===== src/shared/csh_pkg.sv =====
// Behaviour
// - device read and write strobes change only on device clock rising edges.
// - processor read and write strobes are ANDed, qualified by the decoded select.
// - the qualified request is also gated by the device done line.
// - first stage samples on falling edge; rising edge makes strobe, split by access type.
// - first stage samples done on falling edges, where done is stable.
// - second stage follows first stage on the next rising edge, driving ready and the watchdog count.
// - device strobes stay low until a rising edge sees the first stage or the processor strobe high.
// - address comparator is enabled only for port accesses, not memory accesses.
// - system address is latched on the falling edge of the address latch strobe.
// - device select is asserted on address match or on dma channel grant.
// - select is gated with the request and taken from the first stage on the rising edge.
// - second decode with address bit one high gives an alternative device reset.
// - ready rests low, goes high while second stage is active.
// - ready is released only when second stage active and address match or grant, or when the watchdog has fired.
// - while done is high the request is held out, adding wait states.
// - the path adds the fewest wait states the synchroniser allows.
// - a count of sixteen device clocks forces ready if done stays high.
package csh_pkg;
	// system and device clock periods in ns
	localparam int SYS_CLK_NS = 10;
	localparam int DEV_CLK_NS = 100;
	// system clocks per device clock half period
	localparam int DIV_HALF_CYC = DEV_CLK_NS / (2 * SYS_CLK_NS);
	localparam int DIV_W = 8;
	// device clocks before ready is forced
	localparam int WDOG_DEV_CYC = 16;
	localparam int WD_W = 8;
	// processor address bus
	localparam int ADDR_W = 20;
	localparam int ADDR_A1 = 1;
	localparam int ADDR_A2 = 2;
	localparam int MATCH_LO = 3;
	// reset levels
	localparam logic STAGE_RST = 1'b1;
	localparam logic STROBE_IDLE = 1'b1;
	localparam logic READY_RST = 1'b0;
	localparam logic DEV_CLK_RST = 1'b0;
endpackage


===== src/verilog/csh_strobe_sync.sv =====
`timescale 1ns/1ps
`default_nettype none
module csh_strobe_sync #(
	parameter int DIV_HALF = csh_pkg::DIV_HALF_CYC,
	parameter int WDOG_CYC = csh_pkg::WDOG_DEV_CYC,
	parameter int ADDR_W = csh_pkg::ADDR_W
) (
	input wire logic clk_sys,
	input wire logic resetn,
	input wire logic cpu_rd_n,
	input wire logic cpu_wr_n,
	input wire logic cpu_mem_io,
	input wire logic cpu_ale,
	input wire logic [ADDR_W-1:0] cpu_addr,
	input wire logic [ADDR_W-1:0] port_base,
	input wire logic dma_grant_n,
	input wire logic dev_done_n,
	output logic dev_clk,
	output logic rd_strobe_n,
	output logic wr_strobe_n,
	output logic dev_cs_n,
	output logic reset_decode_out,
	output logic cpu_ready
);
	typedef struct packed {
		logic [csh_pkg::DIV_W-1:0] div_cnt;
		logic dev_clk;
		logic ale_q;
		logic [ADDR_W-1:0] addr_lat;
		logic first_sync_stage;
		logic second_sync_stage;
		logic rd_n;
		logic wr_n;
		logic cs_n;
		logic rst_dec_n;
		logic ready;
		logic [csh_pkg::WD_W-1:0] wd_cnt;
		logic wd_fire;
	} csh_state_t;

	csh_state_t r;
	csh_state_t next_r;

	logic fall_en;
	logic rise_en;
	logic access_n;
	logic addr_eq;
	logic comp_en;
	logic match_out_primary;
	logic sel_n;
	logic first_stage_input;
	logic last_half;

	// divider edge enables: dev_clk is toggled on the cycle the enable is high
	assign last_half = (r.div_cnt == csh_pkg::DIV_W'(DIV_HALF - 1));
	assign rise_en = last_half && !r.dev_clk;
	assign fall_en = last_half && r.dev_clk;

	// one active-low access request from both processor strobes
	assign access_n = cpu_rd_n & cpu_wr_n;
	// comparator only looks at port cycles, so memory at the same address is ignored
	assign comp_en = !cpu_mem_io && !access_n;
	assign addr_eq = (r.addr_lat[ADDR_W-1:csh_pkg::MATCH_LO]
		== port_base[ADDR_W-1:csh_pkg::MATCH_LO]);
	assign match_out_primary = comp_en && addr_eq && !r.addr_lat[csh_pkg::ADDR_A1]
		&& !r.addr_lat[csh_pkg::ADDR_A2];
	assign sel_n = !(match_out_primary || !dma_grant_n);
	// request qualified by select and held out while the device is busy
	assign first_stage_input = access_n | sel_n | dev_done_n;

	// next-state logic for the whole block
	always_comb begin
		next_r = r;
		// free-running device clock divider
		if (last_half) begin
			next_r.div_cnt = '0;
			next_r.dev_clk = !r.dev_clk;
		end else begin
			next_r.div_cnt = r.div_cnt + csh_pkg::DIV_W'(1);
		end
		// address captured on the falling edge of the latch strobe
		next_r.ale_q = cpu_ale;
		if (r.ale_q && !cpu_ale) begin
			next_r.addr_lat = cpu_addr;
		end
		// first stage samples on the falling edge, when done is already settled
		if (fall_en) begin
			next_r.first_sync_stage = first_stage_input;
		end
		// second stage, strobes and device select change only on the rising edge
		if (rise_en) begin
			next_r.second_sync_stage = r.first_sync_stage;
			// strobe lasts from first-stage low until done has pushed it high or the processor strobe ends
			next_r.rd_n = r.first_sync_stage | cpu_rd_n;
			next_r.wr_n = r.first_sync_stage | cpu_wr_n;
			next_r.cs_n = r.first_sync_stage;
		end
		// alternate reset decode, A1 high on a valid port address
		next_r.rst_dec_n = !(comp_en && addr_eq && r.addr_lat[csh_pkg::ADDR_A1]);
		// watchdog counts device clocks while a selected request waits on busy done
		if (access_n || sel_n) begin
			next_r.wd_cnt = '0;
			next_r.wd_fire = 1'b0;
		end else if (rise_en && dev_done_n && r.second_sync_stage && !r.wd_fire) begin
			if (r.wd_cnt == csh_pkg::WD_W'(WDOG_CYC - 1)) begin
				next_r.wd_fire = 1'b1;
			end else begin
				next_r.wd_cnt = r.wd_cnt + csh_pkg::WD_W'(1);
			end
		end
		// ready released as soon as the strobe is on the device, no extra waits
		next_r.ready = (!next_r.second_sync_stage && !sel_n) || next_r.wd_fire;
	end

	// single register bank; stages reset high so nothing strobes the device
	always_ff @(posedge clk_sys or negedge resetn) begin
		if (!resetn) begin
			r.div_cnt <= '0;
			r.dev_clk <= csh_pkg::DEV_CLK_RST;
			r.ale_q <= 1'b0;
			r.addr_lat <= '0;
			r.first_sync_stage <= csh_pkg::STAGE_RST;
			r.second_sync_stage <= csh_pkg::STAGE_RST;
			r.rd_n <= csh_pkg::STROBE_IDLE;
			r.wr_n <= csh_pkg::STROBE_IDLE;
			r.cs_n <= csh_pkg::STROBE_IDLE;
			r.rst_dec_n <= csh_pkg::STROBE_IDLE;
			r.ready <= csh_pkg::READY_RST;
			r.wd_cnt <= '0;
			r.wd_fire <= 1'b0;
		end else begin
			r <= next_r;
		end
	end

	// device done release and drive-high are the device's part; we only sample it
	assign dev_clk = r.dev_clk;
	assign rd_strobe_n = r.rd_n;
	assign wr_strobe_n = r.wr_n;
	assign dev_cs_n = r.cs_n;
	assign reset_decode_out = r.rst_dec_n;
	assign cpu_ready = r.ready;
endmodule
`default_nettype wire


===== config.mk =====
export PLATFORM = sky130hd
export DESIGN_NAME = csh_strobe_sync
export DESIGN_NICKNAME = d
export VERILOG_FILES = /design/src/shared/csh_pkg.sv /design/src/verilog/csh_strobe_sync.sv
export SDC_FILE = /design/constraint.sdc
export NUM_CORES = 1
export LEC_CHECK = 0
export BUFFER_PORTS_ARGS = -buffer_cell sky130_fd_sc_hd__clkbuf_2
export CAP_MARGIN = 20
export CORE_ASPECT_RATIO = 1.5
export CORE_MARGIN = 3
export CORE_UTILIZATION = 55
export DETAILED_ROUTE_END_ITERATION = 7
export PLACE_DENSITY = 0.85
export SKIP_LAST_GASP = 1
export SYNTH_ARGS = -nofsm -noshare
export SYNTH_HDL_FRONTEND = slang
export SYNTH_SLANG_ARGS = --single-unit
export TNS_END_PERCENT = 5

===== constraint.sdc =====
create_clock -name clk_sys -period 3.6 [get_ports clk_sys]
set_input_delay 0.72 -clock clk_sys [delete_from_list [all_inputs] [get_ports clk_sys]]
set_output_delay 0.72 -clock clk_sys [all_outputs]
set_load 0.05 [all_outputs]

==> reports/results.ini, run 1 <==
[pwr]
swShare_pct = 24.7
p_sw_mw = 0.248
clkPwrFrac_pct = 29.8
leakage_nw = 1.14
power_frac_seq_pct = 56.5
combPwrFrac_pct = 13.7
p_per_area_nw_per_um2 = 396
ir_drop_mv = 0.340
p_int_mw = 0.756
finalPower_mw = 1.00

[clock_tree]
ctsRootBufferMaster = clkbuf_8
cts_buffers = 5
clkTransAtPathRegs_ps = 80
clk_latency_ps = 300
h-tree-depth = 2
cts_tree = done
post_cts_resized = 0
clock_path_buffers = 2
cts_setup_buffers = 0
clock_sinks = 45
hold_buffers = 0

[worst_setup_path]
cp_top_family = simple AND/OR/NAND/NOR gates
cpMaxStageDelayCell = dfrtp_1
crit_fanout = 8
end_kind = flip-flop
cp_data_arrival_time_ps = 2170
path_cells = nor4_1, and2_1, nor2b_4, mux2_4, a22oi_2
critPathKind = reg -> reg
critical_path.max_stage_delay_ps = 440
critPathBufInv = 0
cp-start-kind = flip-flop
critical_path_required_ps = 3820

[placement]
gp_congestion = 0.793
portBuffers = 49
dp_hpwl_mm = 2.94

[global_route]
grt_pass1_vias = 1468
grt_use_total_pct = 18.5
grt_pass1_wl_mm = 6.63
grt_max_degree = 42
antenna_found_initial = 0
grt-ovfl-total = 0

[detailed_routing]
remaining_drc_errors = 0
via_count = 1427
post_drt_wl_per_cell_um = 14.3
wl_mm = 3.85
drtPass1Iterations = 4
drt_iter0_drc = 17
drt-vias-per-instance = 5.30
ant_nets = 0

[timing]
slew_violations = 0
tightest_slew_ps = 414
fin_crit_sh_pct = 54.2
tns_ps = 0
maxSlewHeadroom_pct = 72.4
hold_viol_final = 0
clock_skew_ps = 7.36
rsz0062_at_grt = false
finalSetupViolCount = 0
fin_crit_ps = 1950
max_freq_ghz = 0.513

[floorplan]
io_pins = 54
die_area_um2 = 4700
dieHeight_um = 82.5
fp.coreArea_um2 = 3720
rows = 27
initial_core_util_pct = 57.8
die_w_um = 57.0

[flow_run]
drv_cap = 0

[synth]
synth_top_cell_area_share_pct = 45.5
syn_nets = 221
postSynthCellCount = 170
ys_ff_latch = 45
avgSynthCellArea_um2 = 12.6
yosysWarnings = 0
yosysTopAreaCell = dfrtp_1
synth_edf_count = 0
synth.distinct_cells = 36
synth_area_um2 = 2150
ys.flop_type = dfrtp_1
async_flop_share_pct = 100
ys_seq_area_share_pct = 52.8
synthTopCellsByArea = dfrtp_1, mux2_2, xnor2_1, dfstp_2, nor2_1

[outcome]
status = complete, no violations

[layout]
final_common_cell = clkbuf_2
fin_nets = 276
nFillCells = 275
drive_gt1_share_pct = 41.6
area_growth_syn_to_layout_pct = 18.1
antennaDiodeCount = 0
mostFrequentLayoutCells = clkbuf_2, dfrtp_1, xnor2_1, mux2_2, nor2_1

[min_path]
hold_path_class = in -> async

-- power groups by stage --
stage / combinational [mW] / clock (mW) / sequential, mW
finish: 0.137 / 0.299 / 0.567
global placement: 0.133 / 0 / 0.574
global route: 0.153 / 0.329 / 0.571
floorplan: 0.0813 / 0 / 0.577
CTS: 0.138 / 0.311 / 0.567
detailed placement: 0.137 / 0 / 0.577
-- worst register-to-register path: stages (launching register included) --
cell and delay [ps]:
dfrtp_1 440, nor4_1 360, and2_1 350, nor2b_4 280
mux2_4 330, a22oi_2 110
-- layout make-up --
cell class	instances	area [um^2]	area share [%]
flip-flops and latches	45	1130	44.7
multi-input cells	119	980	38.6
repair buffers	52	280	11.1
clock buffers	7	76.3	3.01
well taps	43	53.8	2.12
inverters	2	7.51	0.296
clock inverters	1	5.00	0.197
-- flip-flops by register name (all words and copies together) (netlist names) --
name              cells
cpu_ready             1
wr_strobe_n           1
r                    39
reset_decode_out      1
rd_strobe_n           1
dev_clk               1
dev_cs_n              1
-- path summary, 6_finish.rpt --
check / start / end / slack, ps / cells after the start
hold reg to reg: r[45]$_DFF_PN0_ / r[45]$_DFF_PN0_ / 480 / 1
setup / recovery: r[42]$_DFF_PN0_ / cpu_ready$_DFF_PN0_ / 1650 / 5
setup reg to reg: r[42]$_DFF_PN0_ / cpu_ready$_DFF_PN0_ / 1650 / 5
max in group asynchronous: resetn / r[14]$_DFF_PN1_ / 2720 / 3
min in group clk_sys: r[45]$_DFF_PN0_ / r[45]$_DFF_PN0_ / 480 / 1
hold / removal: resetn / r[8]$_DFFE_PN0P_ / 240 / 1
-- kinds of logic (layout without fill, tap and decap cells) --
family	after synthesis	count (layout)	synth area share (%)
DFF	45	45	52.8
and+or+nand+nor	54	54	15.0
adders and majority gates	3	3	1.75
AOI/OAI and AO/OA	9	9	4.60
buffers and inverters	6	62	1.57
xor gates and xnor gates	31	31	12.6
muxes	22	22	11.7
-- stage by stage --
stage | utilization (%) | instances | hold slack (ps) | setup slack, ps | instance area, um^2
6_report | 68.2 | 269 | 237 | 1650 | 2540
5_1_grt | 68.2 | 269 | 226 | 1530 | 2540
4_1_cts | 67.7 | 268 | 483 | 1650 | 2520
3_5_place_dp | 65.5 | 260 | 467 | 1430 | 2430
3_3_place_gp | 65.5 | 260 | 435 | 1440 | 2430
2_1_floorplan | - | 170 | 410 | 1680 | 2150
-- layer usage --
layer	vias to the layer above	track usage, %	wire, um
met2	38	31.4	2040
met3	11	4.35	166
met1	683	21.9	1550
met5	-	0	0
li1	695	-	-
met4	0	9.05	97
-- Yosys cell counts (all sizes together) (2+ instances only) --
cell and n:
nand4 6, dfstp 6, buf 4, inv 2
nor2 19, nor2b 4, mux2 21, xnor2 25
and3 4, a21oi 3, ha 3, and3b 2
dfrtp 39, nand3 8, a31oi 2, xor2 6
nand2 3
No activity file was read; power rests on OpenSTA's default activity.
==> inputs of run 2 (changes only) <==
- ABC_AREA: default -> 1
- CORE_UTILIZATION: 55 -> 53
- PLACE_DENSITY: 0.85 -> 0.82
- clock period: 3.6 -> 1.85 ns (I/O delays scaled with it)
==> run 2 against run 1 <==
Against the previous run: final cell count grew 43%; power grew 95%; sequential share of layout area shrank 3.0 points; non-clock buffer count grew 2; clock skew grew 1.3 ps; count of clock-buffer cells in the layout shrank 1; die area grew 9.7%; synthesized cell count grew 65%; combinational power grew 95%; hold slack lost 100 ps; critical path type unchanged; highest routed layer unchanged.
==> reports/results.ini, run 2 <==
[outcome]
status = complete, no violations

[timing]
fin_crit_ps = 1750  ; -200 ps
fin_crit_sh_pct = 94.6  ; +40 points
maxSlewHeadroom_pct = 62.8  ; -9.7 points
clock_skew_ps = 8.63  ; +1.27 ps
hold_viol_final = 0  ; unchanged
whs_ps = 133  ; -103 ps
slew_violations = 0  ; unchanged
max_freq_ghz = 0.572  ; +11%
rsz0062_at_grt = true
tightest_slew_ps = 559  ; +145 ps
finalSetupViolCount = 0  ; unchanged

[worst_setup_path]
r2r_setup_slack_ps = 100  ; -1550 ps
worstReg2RegStart = r[38]$_DFF_PN0_
critical_path_required_ps = 2040  ; -1780 ps
critical_path.max_stage_delay_ps = 400  ; -40 ps
crit_fanout = 5  ; -3
startpoint = r[38]$_DFF_PN0_
path_cells = inv_1, ha_1, nand4_2, nor2_4, nand2_2, nor2_4, nand3_2, nor2_1, nand2_1, nand2_1, nor2_1
critPathKind = reg -> reg
cp_data_arrival_time_ps = 1940  ; -230 ps
end_kind = flip-flop
reg2reg_to = r[7]$_DFFE_PN0P_
rr_worst_depth = 11  ; +6
cp-start-kind = flip-flop
cpMaxStageDelayCell = dfrtp_1

[pwr]
ir_drop_mv = 0.720  ; +110%
p_per_area_nw_per_um2 = 718  ; +81%
finalPower_mw = 1.95  ; +95%
leakage_nw = 1.48  ; +30%

[global_route]
met3_usage_pct = 4.77  ; +0.41 points
grt_pass1_vias = 1807  ; +23%
grt-ovfl-total = 0  ; unchanged
grt_pass1_wl_mm = 7.41  ; +12%
grt.busiest_layer = met2
use_met2_pct = 33.2  ; +1.8 points
antenna_found_initial = 0  ; unchanged
grt_use_total_pct = 18.7  ; +0.28 points
grt_max_degree = 46  ; +9.5%
grt_use_met1_pct = 21.1  ; -0.81 points

[layout]
area_growth_syn_to_layout_pct = 18.8
fin_nets = 390  ; +41%
drive_gt1_share_pct = 25.9  ; -16 points
multi_input_area_um2 = 1000  ; +2.0%
final_common_cell = nand2_1
regMostFlops = r
fin_area_um2 = 2720  ; +7.3%
largest_register_ffs = 39  ; unchanged
antennaDiodeCount = 0  ; unchanged
mostFrequentLayoutCells = nand2_1, nor2_1, clkbuf_2, inv_1, dfrtp_1
nFillCells = 347  ; +26%
ff_latch_area_um2 = 1130  ; unchanged

[clock_tree]
cts_buffers = 5  ; unchanged
cts_setup_buffers = 0  ; unchanged
clk_latency_ps = 300  ; about the same
cts_tree = done
clock_path_buffers = 2  ; unchanged
h-tree-depth = 2  ; unchanged
clock_sinks = 45  ; unchanged
clkTransAtPathRegs_ps = 80  ; about the same
ctsRootBufferMaster = clkbuf_8

[synth]
ys_ff_latch = 45  ; unchanged
yosysTopAreaCell = dfrtp_1
synthTopCellsByArea = dfrtp_1, nand2_1, nor2_1, dfstp_2, inv_1
synth.distinct_cells = 28  ; -22%
synth_area_um2 = 2290  ; +6.7%
synth_top_cell_area_share_pct = 42.6  ; -2.9 points
ys_seq_area_share_pct = 49.5  ; -3.3 points
synth_edf_count = 0  ; unchanged
yosysMostFrequentCell = nand2_1
ys.flop_type = dfrtp_1
yosysWarnings = 0  ; unchanged
postSynthCellCount = 280  ; +65%
avgSynthCellArea_um2 = 8.18  ; -35%
ys_top_cells_by_count = nand2_1, nor2_1, inv_1
async_flop_share_pct = 100  ; unchanged
syn_nets = 331  ; +50%

[floorplan]
die_area_um2 = 5160  ; +9.7%
fp.coreArea_um2 = 4060  ; +9.4%
initial_core_util_pct = 56.4  ; -1.4 points
rows = 28  ; +3.7%
die_w_um = 59.7  ; +4.7%
dieHeight_um = 86.5  ; +4.8%
io_pins = 54  ; unchanged

[detailed_routing]
drtPass1Iterations = 6  ; +2
remaining_drc_errors = 0  ; unchanged
post_drt_wl_per_cell_um = 11.3  ; -21%
wl_mm = 4.34  ; +13%
ant_nets = 0  ; unchanged
drt-vias-per-instance = 4.94  ; -7.0%
via_count = 1900  ; +33%
drt_iter0_drc = 64  ; +47

[flow_run]
drv_cap = 0  ; unchanged

[placement]
portBuffers = 49  ; unchanged
gp_congestion = 0.799  ; +0.79%
dp_hpwl_mm = 3.29  ; +12%
dpl_cell_area_um2 = 2620  ; +7.7%

[min_path]
hold_path_class = in -> async

[run 2: cell count changes in the layout (fill, tap and decap cells not counted), moves of 3 or more]
cell and delta:
o21ai_0 +5, nand3_1 +7, inv_1 +40, mux2_2 -10, xnor2_1 -21, buf_4 +3, a21oi_1 +10, nand2_1 +60
and3_1 -4, nor2_1 +31
[run 2: power by group]
part | switching (mW) | total (mW) | internal [mW] | leakage (nW)
logic | 0.142 | 0.267 | 0.124 | 0.899
registers | 0.0367 | 1.09 | 1.05 | 0.546
clock network | 0.334 | 0.600 | 0.266 | 0.0374
total | 0.513 | 1.95 | 1.44 | 1.48
[run 2: what timing repair did]
item | in CTS | in global routing
hold buffers | 0 | 0
gates resized for setup | 0 | 3
setup endpoints to repair | 0 | 6
[run 2: final cells by class]
class | instances | area share, %
Clock inverter | 2 | 0.552
Multi-Input combinational cell | 190 | 36.7
Sequential cell | 45 | 41.7
Timing Repair Buffer | 54 | 10.4
Clock buffer | 6 | 2.67
Tap cell | 45 | 2.07
Inverter | 43 | 5.93
[run 2: cell families after synthesis]
logic type / share of synthesized area (%)
simple gates: 26.7
buf+inv: 7.43
flops: 49.5
compound gates: 5.30
xor+xnor: 4.59
mux: 4.92
fa+ha+maj: 1.64
[run 2: critical path: cells and delay by family (launching register included)]
family,cells,cell delay [ps]
AND/OR/NAND/NOR,9,950
buffers and inverters,1,80
adder cells (fa/ha/maj),1,200
flip-flops,1,400
[run 2: how the worst max path moves through the flow]
| stage | to | slack (ps) | cells after the start |
|---|---|---|---|
| after floorplan | r[7]$_DFFE_PN0P_ | 300 | 11 |
| after global placement | r[2]$_DFFE_PN0P_ | 170 | 10 |
| after detailed placement | r[2]$_DFFE_PN0P_ | 120 | 11 |
| after CTS | r[7]$_DFFE_PN0P_ | 100 | 11 |
| after global routing | r[7]$_DFFE_PN0P_ | -30 | 11 |
| final | r[7]$_DFFE_PN0P_ | 100 | 11 |
[run 2: through the flow]
stage	utilization, %	cells	TNS [ps]	worst slack, ps
2_1_floorplan	-	280	0	304
3_3_place_gp	64.5	377	0	169
3_5_place_dp	64.5	377	0	119
4_1_cts	66.7	385	0	99.6
5_1_grt	67.0	385	-41.7	-29.7
6_report	67.0	385	0	101
[run 2: routing by layer]
metal / part of all wire (%) / wire, um
met1: 39 / 1680
met2: 53 / 2300
met3: 6.7 / 292
met4: 1.7 / 73
met5: 0 / 0
